==> src/hdl/ess_pkg.sv <==
/*
  Package for the exposure start sequencer: register offsets, field
  positions, field codes, reset values and the sequencer state type.
  Assumes a 32-bit register port with byte offsets on 8 address bits.
*/
package ess_pkg;

  localparam int unsigned ESS_ADDR_W = 8;
  localparam int unsigned ESS_DATA_W = 32;

  // register byte offsets
  localparam logic [7:0] ESS_REG_CTRL    = 8'h00;
  localparam logic [7:0] ESS_REG_TRIG    = 8'h04;
  localparam logic [7:0] ESS_REG_SWTRIG  = 8'h08;
  localparam logic [7:0] ESS_REG_SHUTTER = 8'h0c;
  localparam logic [7:0] ESS_REG_FORMAT  = 8'h10;
  localparam logic [7:0] ESS_REG_FRCTRL  = 8'h14;
  localparam logic [7:0] ESS_REG_FRPER   = 8'h18;
  localparam logic [7:0] ESS_REG_STATUS  = 8'h1c;
  localparam logic [7:0] ESS_REG_EFFPER  = 8'h20;

  // capture control fields
  localparam int unsigned ESS_CTRL_SINGLE = 0;
  localparam int unsigned ESS_CTRL_FREE   = 1;

  // trigger mode fields
  localparam int unsigned ESS_TRIG_EN    = 0;
  localparam int unsigned ESS_TRIG_SRC_L = 1;
  localparam int unsigned ESS_TRIG_SRC_H = 3;
  localparam int unsigned ESS_TRIG_MOD_L = 4;
  localparam int unsigned ESS_TRIG_MOD_H = 7;
  localparam logic [2:0]  ESS_SRC_SOFT   = 3'h7;
  localparam logic [3:0]  ESS_MODE_PROG  = 4'h0;

  // software trigger field
  localparam int unsigned ESS_SWTRIG_BIT = 0;

  // video format and rate index fields
  localparam int unsigned ESS_FMT_L   = 0;
  localparam int unsigned ESS_FMT_H   = 2;
  localparam int unsigned ESS_RATE_L  = 4;
  localparam int unsigned ESS_RATE_H  = 6;
  localparam logic [2:0]  ESS_FMT_MAX_FIXED = 3'h2;
  localparam logic [2:0]  ESS_FMT_SCALABLE  = 3'h7;

  // manual rate control field
  localparam int unsigned ESS_FRCTRL_ON = 0;

  // status fields
  localparam int unsigned ESS_ST_STATE_L = 0;
  localparam int unsigned ESS_ST_STATE_H = 1;
  localparam int unsigned ESS_ST_EXPOSE  = 2;
  localparam int unsigned ESS_ST_PERDONE = 3;
  localparam int unsigned ESS_ST_TRIGSEL = 4;

  // reset values and the constant one
  localparam logic [31:0] ESS_SHUTTER_RST = 32'h0000_03e8;
  localparam logic [31:0] ESS_FRPER_RST   = 32'h0000_0000;
  localparam logic [31:0] ESS_ONE         = 32'h0000_0001;

  typedef enum logic [1:0] {
    ESS_IDLE,
    ESS_EXPOSE,
    ESS_XFER,
    ESS_WAIT
  } ess_state_t;

endpackage

==> src/hdl/ess_cycle_timer.sv <==
/*
  Down-counting cycle timer: a load pulse starts a count of load_val
  cycles (zero is taken as one) and done_ff stands high for one cycle,
  the last cycle of the count.
  Assumes a single clock sys_clk and an active-low asynchronous reset.
*/
module ess_cycle_timer (
  input  wire logic        sys_clk,
  input  wire logic        nrst,
  input  wire logic        load,
  input  wire logic [31:0] load_val,
  output logic             done_ff
);

  // done is registered, so it is raised one count before the end
  localparam logic [31:0] NEXT_TO_LAST = ess_pkg::ESS_ONE
                                       + ess_pkg::ESS_ONE;

  logic [31:0] cnt_ff;

  always_ff @(posedge sys_clk or negedge nrst) begin
    if (!nrst) begin
      cnt_ff <= '0;
    end else if (load) begin
      cnt_ff <= (load_val == '0) ? ess_pkg::ESS_ONE : load_val;
    end else if (cnt_ff != '0) begin
      cnt_ff <= cnt_ff - ess_pkg::ESS_ONE;
    end
  end

  always_ff @(posedge sys_clk or negedge nrst) begin
    if (!nrst) begin
      done_ff <= 1'b0;
    end else if (load) begin
      done_ff <= (load_val <= ess_pkg::ESS_ONE);
    end else begin
      done_ff <= (cnt_ff == NEXT_TO_LAST);
    end
  end

endmodule

==> src/hdl/ess_exposure_sequencer.sv <==
/*
  Exposure start sequencer: starts exposures for single capture,
  free-run capture and software-triggered single capture, times the
  exposure from the shutter setting and paces free-run from the frame
  rate settings. Assumes downstream readout/transmit logic that takes
  readout_start_ff and pulses frame_sent when a frame has been sent,
  and a limit min_period (cycles) on the same clock.
*/
// How it works
// writing single capture 1 exposes and sends exactly one image
// single capture field clears itself once that image is sent
// host waits for the previous image before a new single capture
// writing free-run 1 starts exposure, later ones start on their own
// writing free-run 0 stops new exposures and transmission
// formats 0 to 2 pace free-run from the rate index field
// format 7 with manual rate off runs at the fastest allowed rate
// format 7 manual rate slower than the limit uses programmed rate
// format 7 manual rate faster than the limit is clamped to it
// software trigger starts programmable exposure of shutter length
// software trigger field clears only when a new exposure is safe
// host enables triggering by writing 1 to the trigger enable bit
// trigger source 7 selects the software trigger
// trigger mode 0 selects programmable exposure
// host arms with single capture first, then sets software trigger
// after the exposure time the image is read out and sent
// in triggered single capture the trigger clears after sending
// host waits for the image before arming the next trigger capture
// shot commands take exposure length from the shutter setting
// a software trigger without enable, source or arming is ignored
module ess_exposure_sequencer #(
  parameter logic [31:0] RATE_PERIOD [8] = '{
    32'd106666667, 32'd53333333, 32'd26666667, 32'd13333333,
    32'd6666667,   32'd3333333,  32'd1666667,  32'd833333
  }
) (
  input  wire logic        sys_clk,
  input  wire logic        nrst,
  input  wire logic [7:0]  reg_addr,
  input  wire logic [31:0] reg_wdata,
  input  wire logic        reg_wr,
  input  wire logic        reg_rd,
  output logic      [31:0] reg_rdata_ff,
  input  wire logic        frame_sent,
  input  wire logic [31:0] min_period,
  output logic             expose_ff,
  output logic             readout_start_ff,
  output logic             xfer_stop_ff,
  output logic             capture_busy_ff
);

  ess_pkg::ess_state_t state_ff;
  ess_pkg::ess_state_t nxt_state;

  logic        single_ff;
  logic        free_ff;
  logic        trig_en_ff;
  logic [2:0]  trig_src_ff;
  logic [3:0]  trig_mode_ff;
  logic        sw_trig_ff;
  logic [31:0] shutter_ff;
  logic [2:0]  format_ff;
  logic [2:0]  rate_idx_ff;
  logic        man_rate_ff;
  logic [31:0] man_period_ff;
  logic        period_done_ff;
  logic [31:0] eff_period;
  logic        exp_done;
  logic        per_done;

  logic wr_ctrl;
  logic wr_sw;
  logic trig_sel;
  logic sw_go;
  logic one_go;
  logic fr_go;
  logic fr_stop;
  logic exp_load;
  logic xfer_done;

  assign wr_ctrl = reg_wr && (reg_addr == ess_pkg::ESS_REG_CTRL);
  assign wr_sw   = reg_wr && (reg_addr == ess_pkg::ESS_REG_SWTRIG);

  // software source and programmable mode chosen and triggering on
  assign trig_sel = trig_en_ff
                 && (trig_src_ff == ess_pkg::ESS_SRC_SOFT)
                 && (trig_mode_ff == ess_pkg::ESS_MODE_PROG);

  // trigger taken only when armed by single capture and idle
  assign sw_go = wr_sw && reg_wdata[ess_pkg::ESS_SWTRIG_BIT]
              && trig_sel && single_ff && !sw_trig_ff
              && (state_ff == ess_pkg::ESS_IDLE);
  assign one_go = wr_ctrl && reg_wdata[ess_pkg::ESS_CTRL_SINGLE]
               && !single_ff && !trig_sel
               && (state_ff == ess_pkg::ESS_IDLE);
  assign fr_go = wr_ctrl && reg_wdata[ess_pkg::ESS_CTRL_FREE]
              && !free_ff && !trig_sel && !single_ff
              && (state_ff == ess_pkg::ESS_IDLE);
  assign fr_stop = wr_ctrl && !reg_wdata[ess_pkg::ESS_CTRL_FREE]
                && free_ff && !single_ff
                && (state_ff != ess_pkg::ESS_IDLE);
  assign xfer_done = (state_ff == ess_pkg::ESS_XFER) && frame_sent;

  // effective free-run frame period in cycles
  always_comb begin
    if (format_ff <= ess_pkg::ESS_FMT_MAX_FIXED) begin
      eff_period = RATE_PERIOD[rate_idx_ff];
    end else if ((format_ff == ess_pkg::ESS_FMT_SCALABLE) && man_rate_ff
                 && (man_period_ff > min_period)) begin
      eff_period = man_period_ff;
    end else begin
      eff_period = min_period;                      // see
    end
  end

  always_comb begin
    nxt_state = state_ff;
    case (state_ff)
      ess_pkg::ESS_IDLE: begin
        if (sw_go || one_go || fr_go) begin
          nxt_state = ess_pkg::ESS_EXPOSE;
        end
      end
      ess_pkg::ESS_EXPOSE: begin
        if (fr_stop) begin
          nxt_state = ess_pkg::ESS_IDLE;
        end else if (exp_done) begin
          nxt_state = ess_pkg::ESS_XFER;
        end
      end
      ess_pkg::ESS_XFER: begin
        if (fr_stop) begin
          nxt_state = ess_pkg::ESS_IDLE;
        end else if (frame_sent) begin
          nxt_state = single_ff ? ess_pkg::ESS_IDLE : ess_pkg::ESS_WAIT;
        end
      end
      ess_pkg::ESS_WAIT: begin
        if (fr_stop) begin
          nxt_state = ess_pkg::ESS_IDLE;
        end else if (period_done_ff) begin
          nxt_state = ess_pkg::ESS_EXPOSE;
        end
      end
      default: begin
        nxt_state = ess_pkg::ESS_IDLE;
      end
    endcase
  end

  assign exp_load = (state_ff != ess_pkg::ESS_EXPOSE)
                 && (nxt_state == ess_pkg::ESS_EXPOSE);

  always_ff @(posedge sys_clk or negedge nrst) begin
    if (!nrst) begin
      state_ff <= ess_pkg::ESS_IDLE;
    end else begin
      state_ff <= nxt_state;
    end
  end

  // exposure length from the shutter setting
  ess_cycle_timer u_exp_timer (
    .sys_clk  (sys_clk),
    .nrst     (nrst),
    .load     (exp_load),
    .load_val (shutter_ff),
    .done_ff  (exp_done)
  );

  // frame period counted from each exposure start
  ess_cycle_timer u_per_timer (
    .sys_clk  (sys_clk),
    .nrst     (nrst),
    .load     (exp_load),
    .load_val (eff_period),
    .done_ff  (per_done)
  );

  always_ff @(posedge sys_clk or negedge nrst) begin
    if (!nrst) begin
      period_done_ff <= 1'b0;
    end else if (per_done) begin
      period_done_ff <= 1'b1;
    end else if (exp_load) begin
      period_done_ff <= 1'b0;
    end
  end

  // single capture request: a new write of 1 is taken only when idle, so the self-clear wins
  always_ff @(posedge sys_clk or negedge nrst) begin
    if (!nrst) begin
      single_ff <= 1'b0;
    end else if (wr_ctrl && reg_wdata[ess_pkg::ESS_CTRL_SINGLE]
                 && (state_ff == ess_pkg::ESS_IDLE)) begin
      single_ff <= 1'b1;
    end else if (xfer_done && single_ff) begin
      single_ff <= 1'b0;
    end
  end

  always_ff @(posedge sys_clk or negedge nrst) begin
    if (!nrst) begin
      free_ff <= 1'b0;
    end else if (wr_ctrl) begin
      free_ff <= reg_wdata[ess_pkg::ESS_CTRL_FREE];
    end
  end

  // software trigger field holds until the image is sent
  always_ff @(posedge sys_clk or negedge nrst) begin
    if (!nrst) begin
      sw_trig_ff <= 1'b0;
    end else if (sw_go) begin
      sw_trig_ff <= 1'b1;
    end else if (xfer_done) begin
      sw_trig_ff <= 1'b0;                         // see
    end
  end

  always_ff @(posedge sys_clk or negedge nrst) begin
    if (!nrst) begin
      trig_en_ff   <= 1'b0;
      trig_src_ff  <= '0;
      trig_mode_ff <= '0;
    end else if (reg_wr && (reg_addr == ess_pkg::ESS_REG_TRIG)) begin
      trig_en_ff   <= reg_wdata[ess_pkg::ESS_TRIG_EN];
      trig_src_ff  <= reg_wdata[ess_pkg::ESS_TRIG_SRC_H:
                                ess_pkg::ESS_TRIG_SRC_L];
      trig_mode_ff <= reg_wdata[ess_pkg::ESS_TRIG_MOD_H:
                                ess_pkg::ESS_TRIG_MOD_L];
    end
  end

  always_ff @(posedge sys_clk or negedge nrst) begin
    if (!nrst) begin
      shutter_ff <= ess_pkg::ESS_SHUTTER_RST;
    end else if (reg_wr && (reg_addr == ess_pkg::ESS_REG_SHUTTER)) begin
      shutter_ff <= reg_wdata;
    end
  end

  always_ff @(posedge sys_clk or negedge nrst) begin
    if (!nrst) begin
      format_ff   <= '0;
      rate_idx_ff <= '0;
    end else if (reg_wr && (reg_addr == ess_pkg::ESS_REG_FORMAT)) begin
      format_ff   <= reg_wdata[ess_pkg::ESS_FMT_H:ess_pkg::ESS_FMT_L];
      rate_idx_ff <= reg_wdata[ess_pkg::ESS_RATE_H:ess_pkg::ESS_RATE_L];
    end
  end

  always_ff @(posedge sys_clk or negedge nrst) begin
    if (!nrst) begin
      man_rate_ff   <= 1'b0;
      man_period_ff <= ess_pkg::ESS_FRPER_RST;
    end else if (reg_wr && (reg_addr == ess_pkg::ESS_REG_FRCTRL)) begin
      man_rate_ff <= reg_wdata[ess_pkg::ESS_FRCTRL_ON];
    end else if (reg_wr && (reg_addr == ess_pkg::ESS_REG_FRPER)) begin
      man_period_ff <= reg_wdata;
    end
  end

  // outputs toward the sensor and the readout path
  always_ff @(posedge sys_clk or negedge nrst) begin
    if (!nrst) begin
      expose_ff        <= 1'b0;
      readout_start_ff <= 1'b0;
      xfer_stop_ff     <= 1'b0;
      capture_busy_ff  <= 1'b0;
    end else begin
      expose_ff        <= (nxt_state == ess_pkg::ESS_EXPOSE);
      readout_start_ff <= (state_ff == ess_pkg::ESS_EXPOSE)
                       && (nxt_state == ess_pkg::ESS_XFER);
      xfer_stop_ff     <= fr_stop;
      capture_busy_ff  <= (nxt_state != ess_pkg::ESS_IDLE);
    end
  end

  // read data stand only in the cycle after the read strobe
  always_ff @(posedge sys_clk or negedge nrst) begin
    if (!nrst) begin
      reg_rdata_ff <= '0;
    end else begin
      reg_rdata_ff <= '0;
      if (reg_rd) begin
        case (reg_addr)
          ess_pkg::ESS_REG_CTRL: begin
            reg_rdata_ff[ess_pkg::ESS_CTRL_SINGLE] <= single_ff;
            reg_rdata_ff[ess_pkg::ESS_CTRL_FREE]   <= free_ff;
          end
          ess_pkg::ESS_REG_TRIG: begin
            reg_rdata_ff[ess_pkg::ESS_TRIG_EN] <= trig_en_ff;
            reg_rdata_ff[ess_pkg::ESS_TRIG_SRC_H:ess_pkg::ESS_TRIG_SRC_L]
              <= trig_src_ff;
            reg_rdata_ff[ess_pkg::ESS_TRIG_MOD_H:ess_pkg::ESS_TRIG_MOD_L]
              <= trig_mode_ff;
          end
          ess_pkg::ESS_REG_SWTRIG: begin
            reg_rdata_ff[ess_pkg::ESS_SWTRIG_BIT] <= sw_trig_ff;
          end
          ess_pkg::ESS_REG_SHUTTER: begin
            reg_rdata_ff <= shutter_ff;
          end
          ess_pkg::ESS_REG_FORMAT: begin
            reg_rdata_ff[ess_pkg::ESS_FMT_H:ess_pkg::ESS_FMT_L] <= format_ff;
            reg_rdata_ff[ess_pkg::ESS_RATE_H:ess_pkg::ESS_RATE_L]
              <= rate_idx_ff;
          end
          ess_pkg::ESS_REG_FRCTRL: begin
            reg_rdata_ff[ess_pkg::ESS_FRCTRL_ON] <= man_rate_ff;
          end
          ess_pkg::ESS_REG_FRPER: begin
            reg_rdata_ff <= man_period_ff;
          end
          ess_pkg::ESS_REG_STATUS: begin
            reg_rdata_ff[ess_pkg::ESS_ST_STATE_H:ess_pkg::ESS_ST_STATE_L]
              <= state_ff;
            reg_rdata_ff[ess_pkg::ESS_ST_EXPOSE]  <= expose_ff;
            reg_rdata_ff[ess_pkg::ESS_ST_PERDONE] <= period_done_ff;
            reg_rdata_ff[ess_pkg::ESS_ST_TRIGSEL] <= trig_sel;
          end
          ess_pkg::ESS_REG_EFFPER: begin
            reg_rdata_ff <= eff_period;
          end
          default: begin
            reg_rdata_ff <= '0;
          end
        endcase
      end
    end
  end

endmodule

==> config.mk <==
export PLATFORM = sky130hd
export DESIGN_NAME = ess_exposure_sequencer
export DESIGN_NICKNAME = d
export VERILOG_FILES = /design/src/hdl/ess_pkg.sv /design/src/hdl/ess_cycle_timer.sv /design/src/hdl/ess_exposure_sequencer.sv
export SDC_FILE = /design/constraint.sdc
export NUM_CORES = 1
export LEC_CHECK = 0
export ABC_AREA = 1
export BUFFER_PORTS_ARGS = -buffer_cell sky130_fd_sc_hd__buf_4
export CAP_MARGIN = 40
export CORE_ASPECT_RATIO = 0.7
export CORE_MARGIN = 4
export CORE_UTILIZATION = 29
export CTS_CLUSTER_SIZE = 30
export DETAILED_ROUTE_END_ITERATION = 16
export PLACE_DENSITY = 0.45
export SLEW_MARGIN = 20
export SYNTH_ARGS = -nofsm -noshare
export SYNTH_HDL_FRONTEND = slang
export SYNTH_SLANG_ARGS = --single-unit
==> constraint.sdc <==
create_clock -name sys_clk -period 3.2 [get_ports sys_clk]
set_clock_uncertainty 0.05 [all_clocks]
set_input_delay 0.16 -clock sys_clk [delete_from_list [all_inputs] [get_ports sys_clk]]
set_output_delay 0.16 -clock sys_clk [all_outputs]
set_load 0.005 [all_outputs]
Word level (Yosys, flattened, before mapping)
Memories as Yosys holds them, arrays and structs flattened.
Index checks and enable logic that the tools add are counted.
W data, S select, Z words.
{"block": "totals", "memories": 1, "elab_cells": 142, "out_inout_bits": 36, "in_bits": 77, "romBits": 256, "reg_bits": 187}
{"block": "classes", "muxes": 36, "order_cmp": 5, "reduce_logical": 56, "eq_ne": 18, "bitwise_logic": 2, "n_addsub": 2}
{"name": "(name not given)", "words": 8, "width": 32, "rd": 1, "rd_ports_with_merged_regs": 0, "wr": 0, "line": "ess_exposure_sequencer.sv:106", "rtl": "eff_period = RATE_PERIOD[rate_idx_ff];"}
{"cell": "$mux W32", "n": 11}
{"cell": "$pmux W24 S3", "n": 1}
{"cell": "$eq A32 B2 Y1 const B", "n": 2}
{"cell": "$le A32 B1 Y1 const B", "n": 2}
{"cell": "$logic_not A32 Y1", "n": 2}
{"cell": "$reduce_bool A32 Y1", "n": 2}
{"cell": "$sub A32 B1 Y32 const B", "n": 2}
{"cell": "$logic_and A1 B1 Y1", "n": 34}
{"cell": "$eq A8 B5 Y1 const B", "n": 4}
{"cell": "$gt A32 B32 Y1", "n": 1}
{"cell": "$eq A8 B4 Y1 const B", "n": 2}
{"cell": "$mux W2", "n": 8}
{"cell": "$reduce_bool A2 Y1", "n": 7}
{"cell": "$pmux W1 S6", "n": 2}
{"cell": "$pmux W2 S5", "n": 1}
{"cell": "$pmux W1 S9", "n": 1}
{"cell": "$eq A8 B3 Y1 const B", "n": 1}
{"cell": "$eq A8 B6 Y1 const B", "n": 1}
{"cell": "$logic_not A8 Y1", "n": 1}
{"cell": "$mux W1", "n": 8}
{"cell": "$pmux W2 S4", "n": 1}
{"cell": "$pmux W1 S7", "n": 1}
{"cell": "$eq A2 B2 Y1 const B", "n": 3}
{"cell": "$eq A3 B3 Y1 const B", "n": 2}
{"cell": "other kinds (13)", "n": 19}

Longest topological paths before layout
{"block": "logic_depth", "depth_word": 15, "depth_mapped": 27}

By module
From an unflattened synthesis, not the netlist that was laid out.
{"block": "unflattened", "hier_cells": 1781, "hier_area_um2": 12405.6}
{"mod": "ess_exposure_sequencer", "area_each_um2": 7150.6, "cells_per_inst": 943, "instances": 1}
{"mod": "ess_cycle_timer at u_per_timer", "area_each_um2": 2741.4, "cells_per_inst": 446, "instances": 1}
{"mod": "ess_cycle_timer at u_exp_timer", "area_each_um2": 2513.7, "cells_per_inst": 392, "instances": 1}

Least setup slack after synthesis
Ideal clock, no wire load.
{"block": "synth_timing", "kind": "reg-to-reg", "start": "register man_period_ff[19]", "end": "register u_per_timer.cnt_ff[0]", "slack_ns": 0.815, "path_stages_with_launch": 20, "required_ns": 3.085, "arrival_time_ns": 2.271, "period_less_slack_ns": 2.385, "path_cell_list": "dfrtp_1 -> ha_1 -> a21o_1 -> o21ai_0 -> nand2_1 -> a21oi_1 -> nand2_2 -> nand2_2 -> buf_6 -> buf_6 -> nand2_1 -> o21ai_2 -> nand3_1 -> nor2_1 -> nand3_1 -> nor2_1 -> nand2_1 -> nand2_1 -> nand2_1 -> nand2_1"}
{"block": "synth_between", "elab_chain_len": 7}
{"element": "start, declared", "line": "ess_exposure_sequencer.sv:64", "rtl": "logic [31:0] man_period_ff;"}
{"element": "start signal, assigned", "line": "ess_exposure_sequencer.sv:255", "rtl": "man_period_ff <= ess_pkg::ESS_FRPER_RST;"}
{"element": "start signal, assigned", "line": "ess_exposure_sequencer.sv:259", "rtl": "man_period_ff <= reg_wdata;"}
{"element": "$gt A32 B32 Y1", "line": "ess_exposure_sequencer.sv:108", "rtl": "&& (man_period_ff > min_period)) begin"}
{"element": "$logic_and A1 B1 Y1", "line": "ess_exposure_sequencer.sv:108"}
{"element": "$mux W32 *", "line": "ess_exposure_sequencer.sv:107", "rtl": "end else if ((format_ff == ess_pkg::ESS_FMT_SCALABLE) && man_rate_ff"}
{"element": "$mux W32 *", "line": "ess_exposure_sequencer.sv:105", "rtl": "if (format_ff <= ess_pkg::ESS_FMT_MAX_FIXED) begin"}
{"element": "$logic_not A32 Y1", "line": "ess_cycle_timer.sv:25", "rtl": "cnt_ff <= (load_val == '0) ? ess_pkg::ESS_ONE : load_val;"}
{"element": "$mux W32 *", "line": "ess_cycle_timer.sv:25"}
{"element": "$mux W32 *", "line": "ess_cycle_timer.sv:24", "rtl": "end else if (load) begin"}
{"element": "end signal, assigned", "line": "ess_cycle_timer.sv:25"}
{"element": "end signal, assigned", "line": "ess_cycle_timer.sv:27", "rtl": "cnt_ff <= cnt_ff - ess_pkg::ESS_ONE;"}
{"element": "end, declared", "line": "ess_cycle_timer.sv:19", "rtl": "logic [31:0] cnt_ff;"}
Every way passes the cells marked *; elsewhere a longest branch is shown, timed or not.
A chain may end at the register's enable or synchronous reset.

Worst setup path after layout
{"block": "layout_timing", "start": "register man_period_ff[27]", "end": "register u_per_timer.done_ff"}
{"block": "layout_between", "elab_chain_len": 6}
{"element": "$gt A32 B32 Y1", "line": "ess_exposure_sequencer.sv:108"}
{"element": "$logic_and A1 B1 Y1", "line": "ess_exposure_sequencer.sv:108"}
{"element": "$mux W32 *", "line": "ess_exposure_sequencer.sv:107"}
{"element": "$mux W32 *", "line": "ess_exposure_sequencer.sv:105"}
{"element": "$le A32 B1 Y1 *", "line": "ess_cycle_timer.sv:35", "rtl": "done_ff <= (load_val <= ess_pkg::ESS_ONE);"}
{"element": "$mux W1 *", "line": "ess_cycle_timer.sv:34", "rtl": "end else if (load) begin"}
{"element": "end signal, assigned", "line": "ess_cycle_timer.sv:35"}
{"element": "end signal, assigned", "line": "ess_cycle_timer.sv:37", "rtl": "done_ff <= (cnt_ff == NEXT_TO_LAST);"}
{"element": "end, declared", "line": "ess_cycle_timer.sv:12", "rtl": "output logic done_ff"}
Marked as above.

==> metrics.md <==
| Metric | Value |
|---|---|
| Initial Util | `0.294` |
| Multi-input logic area | `5660 um^2` |
| FFs w/ async S/R, synth | `1.00` |
| Final min period | `~3 ns` |
| Setup TNS | `0 ns` |
| Worst R2R Start | `man_period_ff[27]` |
| RePlAce Congestion | `about 0.88` |
| Syn_area_per_cell | `roughly 7.4 um^2` |
| Hold crit path type | `primary input to flip-flop` |
| Status | `completed` |
| Total of max-cap violations | `0` |
| IO Count | `113` |
| Register Area | `around 4700 um^2` |
| Leak | `around 6.7 nW` |
| Worst-path clk slew | `about 0.080 ns` |
| Iteration-0 DRC Markers | `1200` |
| Area contributors post-synth | `dfrtp_1 40%, nand2_1 13%, inv_1 6.8%` |
| Cell variety after synth | `between 50 and 60` |
| Cell count after synthesis | `around 1500` |
| Die Height | `173 um` |
| Vias/cell | `4.85` |
| DRT Wirelength | `approximately 41 mm` |
| Share of cells above drive strength 1 | `0.148` |
| DR WL/cell | `about 18 um` |
| TritonCTS clock tree | `built` |
| Critical path arrival | `roughly 3.3 ns` |
| Most frequent cell after synthesis | `nand2_1` |
| Buf/Inv on CP | `2` |
| Die width | `roughly 240 um` |
| Pwr Density | `approximately 600 nW/um^2` |
| CP endpoint kind | `flip-flop` |
| CP startpoint kind | `flip-flop` |
| CTS HTree Levels | `4` |
| Area Growth Syn to Fin | `23.8%` |
| Sequential area share after synthesis | `0.413` |
| Critical Path Max Stage Delay | `between 0.4 and 0.5 ns` |
| Global Route Usage Sum | `0.197` |
| DR pass1 iterations | `5` |
| Row cnt | `60` |
| Syn Std Cell Area | `11300 um^2` |
| Hold_sp | `reg_wdata[2]` |
| # setup viols final | `0` |
| Slew @ Worst Pin | `~0.74 ns` |
| Vias in the first global route | `between 10000 and 15000` |
| Rel. slew slack | `0.505` |
| CP max-delay cell | `dfrtp_2` |
| Flops & latches, synth | `187` |
| Net count, final | `roughly 1800` |
| Synth cell count leaders | `378 x nand2_1, 204 x inv_1, 181 x dfrtp_1` |
| Synth top area share | `0.400` |
| Most Frequent Cell on Critical Path | `nand2_1` |
| Cell breakdown of the critical path | `ha_1 -> nand4_1 -> nor3_4 -> nand3_1 -> inv_1 -> nand2_1 -> nand2_4 -> buf_12 -> nand3b_1 -> nand3_1 -> nand2_1 -> nor2_1 -> nand3_1 -> nor3_1 -> nand2_1 -> nand2_1` |
| Ys flop type | `dfrtp_1` |
| Pins Over Slew Limit | `0` |
| Largest net degree at the start of global routing | `74` |
| CP startpoint | `man_period_ff[27]` |
| Final Hold Viols | `0` |
| Core ar. | `just under 40000 um^2` |
| DRC | `0` |
| Initial antenna violation count | `0` |
| Worst Path Required | `~3.6 ns` |
| Worst-case hold slack | `between 0.02 and 0.03 ns` |
| Synthesis Warnings | `0` |
| DR vias | `around 11000` |
| Clock latency on the worst-skew pair | `between 0.4 and 0.5 ns` |
| Final period util | `0.933` |
| First-pass GRT wire length | `approximately 64 mm` |
| Post-route antenna net violation count | `0` |
| Critical path peak fanout | `17` |
| Worst setup path category | `flip-flop to flip-flop` |
| Kind of cell adding the most delay to the critical path | `simple AND/OR/NAND/NOR gates` |
| Grt total ovfl | `0` |
| PortBufs | `112` |
| Post-synth top area cell | `dfrtp_1` |
| Number of synthesized flops with an enable pin | `0` |
| F_max | `335 MHz` |
| Clock root cell | `clkbuf_16` |
| CTS Sinks | `about 190` |
| Number of buffers created by CTS | `17` |
| Die area | `around 42000 um^2` |
| Fillers | `around 4100` |
| Worst-case clock buffer depth | `2` |
| Mapped Nets | `about 1700` |
| Worst vdd ir | `approximately 0.30 mV` |
| Post-DP HPWL | `between 30 and 40 mm` |
## stage by stage
stage | cells | setup WS [ns] | instance area [um^2] | total power, mW | utilization
4_1_cts | 2238 | 0.191 | 14000 | 8.50 | 0.362
6_report | 2241 | 0.214 | 14000 | 8.47 | 0.364
5_1_grt | 2240 | -0.00534 | 14000 | 9.03 | 0.364
2_1_floorplan | 1542 | 0.815 | 11300 | 5.23 | -
3_3_place_gp | 2173 | 0.152 | 13000 | 6.22 | 0.339
3_5_place_dp | 2173 | 0.210 | 13000 | 6.22 | 0.339
## cells in the final DEF (no fill, tap or decap), types with 3 or more instances in the layout
cell type,instances
xnor2_1,20
a31oi_1,28
xor2_1,17
clkbuf_16,18
nand2_2,7
nor2_2,10
or2_2,8
nor4_2,4
inv_1,204
a21oi_1,77
o21ai_0,127
nand3b_1,9
nor4_1,13
dfrtp_1,180
nor3_2,5
o211ai_1,4
nand2_1,376
o22ai_1,5
buf_12,6
nor2_1,154
ha_1,40
dfstp_2,6
inv_2,5
clkinv_4,3
buf_4,154
clkinv_2,3
inv_6,3
nand3_1,91
a211oi_1,8
nor3_1,22
nor3_4,3
dlygate4sd3_1,33
nand4_1,22
a221oi_1,4
## worst reg2reg max path: cells and delay by family, from the launching register on
kind                     cells  cell delay (ns)
buffers and inverters        2             0.25
AND/OR/NAND/NOR             13             1.83
adder cells (fa/ha/maj)      1             0.33
flip-flops                   1             0.47
## timing repair
item                                    CTS  global route
hold buffers                             33             0
endpoints found under the setup margin    0             3
setup buffers                             0             2
gates resized for setup                   0            10
hold endpoints to repair                128             0
## metal layers
layer	wire length [um]	global-route usage
met5	0	0
met4	443	0.0378
met3	2870	0.0399
met2	16200	0.263
met1	21900	0.322
## power by group
group	total, mW	switching, mW	internal, mW
logic	2.98	1.85	1.13
registers	3.26	0.449	2.81
clock network	2.23	1.05	1.18
total	8.47	3.35	5.12
## layout make-up
type	instances	share of cell area
antenna	1	0.000178
inverter	209	0.0559
multi-input combinational	1089	0.403
clock inverter	13	0.0102
sequential	187	0.334
tap	527	0.0470
timing repair buffer	196	0.118
clock buffer	19	0.0316
## path summary, 6_finish.rpt
path / slack (ns) / to / depth (start not counted)
setup / recovery: 0.21 / u_per_timer.done_ff / 16
setup reg to reg: 0.21 / u_per_timer.done_ff / 16
hold reg to reg: 0.44 / u_per_timer.cnt_ff[0] / 2
max in group asynchronous: 1.91 / shutter_ff[8] / 3
hold / removal: 0.03 / shutter_ff[2] / 3
min in group asynchronous: 0.21 / readout_start_ff / 2
## logic make-up (layout without fill, tap and decap cells)
| kind of cell | after synthesis | count (layout) | synth area share |
|---|---|---|---|
| XOR/XNOR | 37 | 37 | 0.0286 |
| AND/OR/NAND/NOR | 733 | 733 | 0.283 |
| buffers and inverters | 266 | 437 | 0.0931 |
| AO/OA/AOI/OAI | 279 | 279 | 0.138 |
| other | 0 | 1 | 0 |
| flip-flops | 187 | 187 | 0.413 |
| adder cells (fa/ha/maj) | 40 | 40 | 0.0441 |
## flip-flops by register name, summed over array words and instances, names as in the netlist, 2 cells and up
signal	flops
state_ff	2
man_period_ff	32
u_exp_timer.cnt_ff	32
shutter_ff	32
rate_idx_ff	3
reg_rdata_ff	32
format_ff	3
u_per_timer.cnt_ff	32
trig_src_ff	3
trig_mode_ff	4
(Power assumes the default switching activity.)
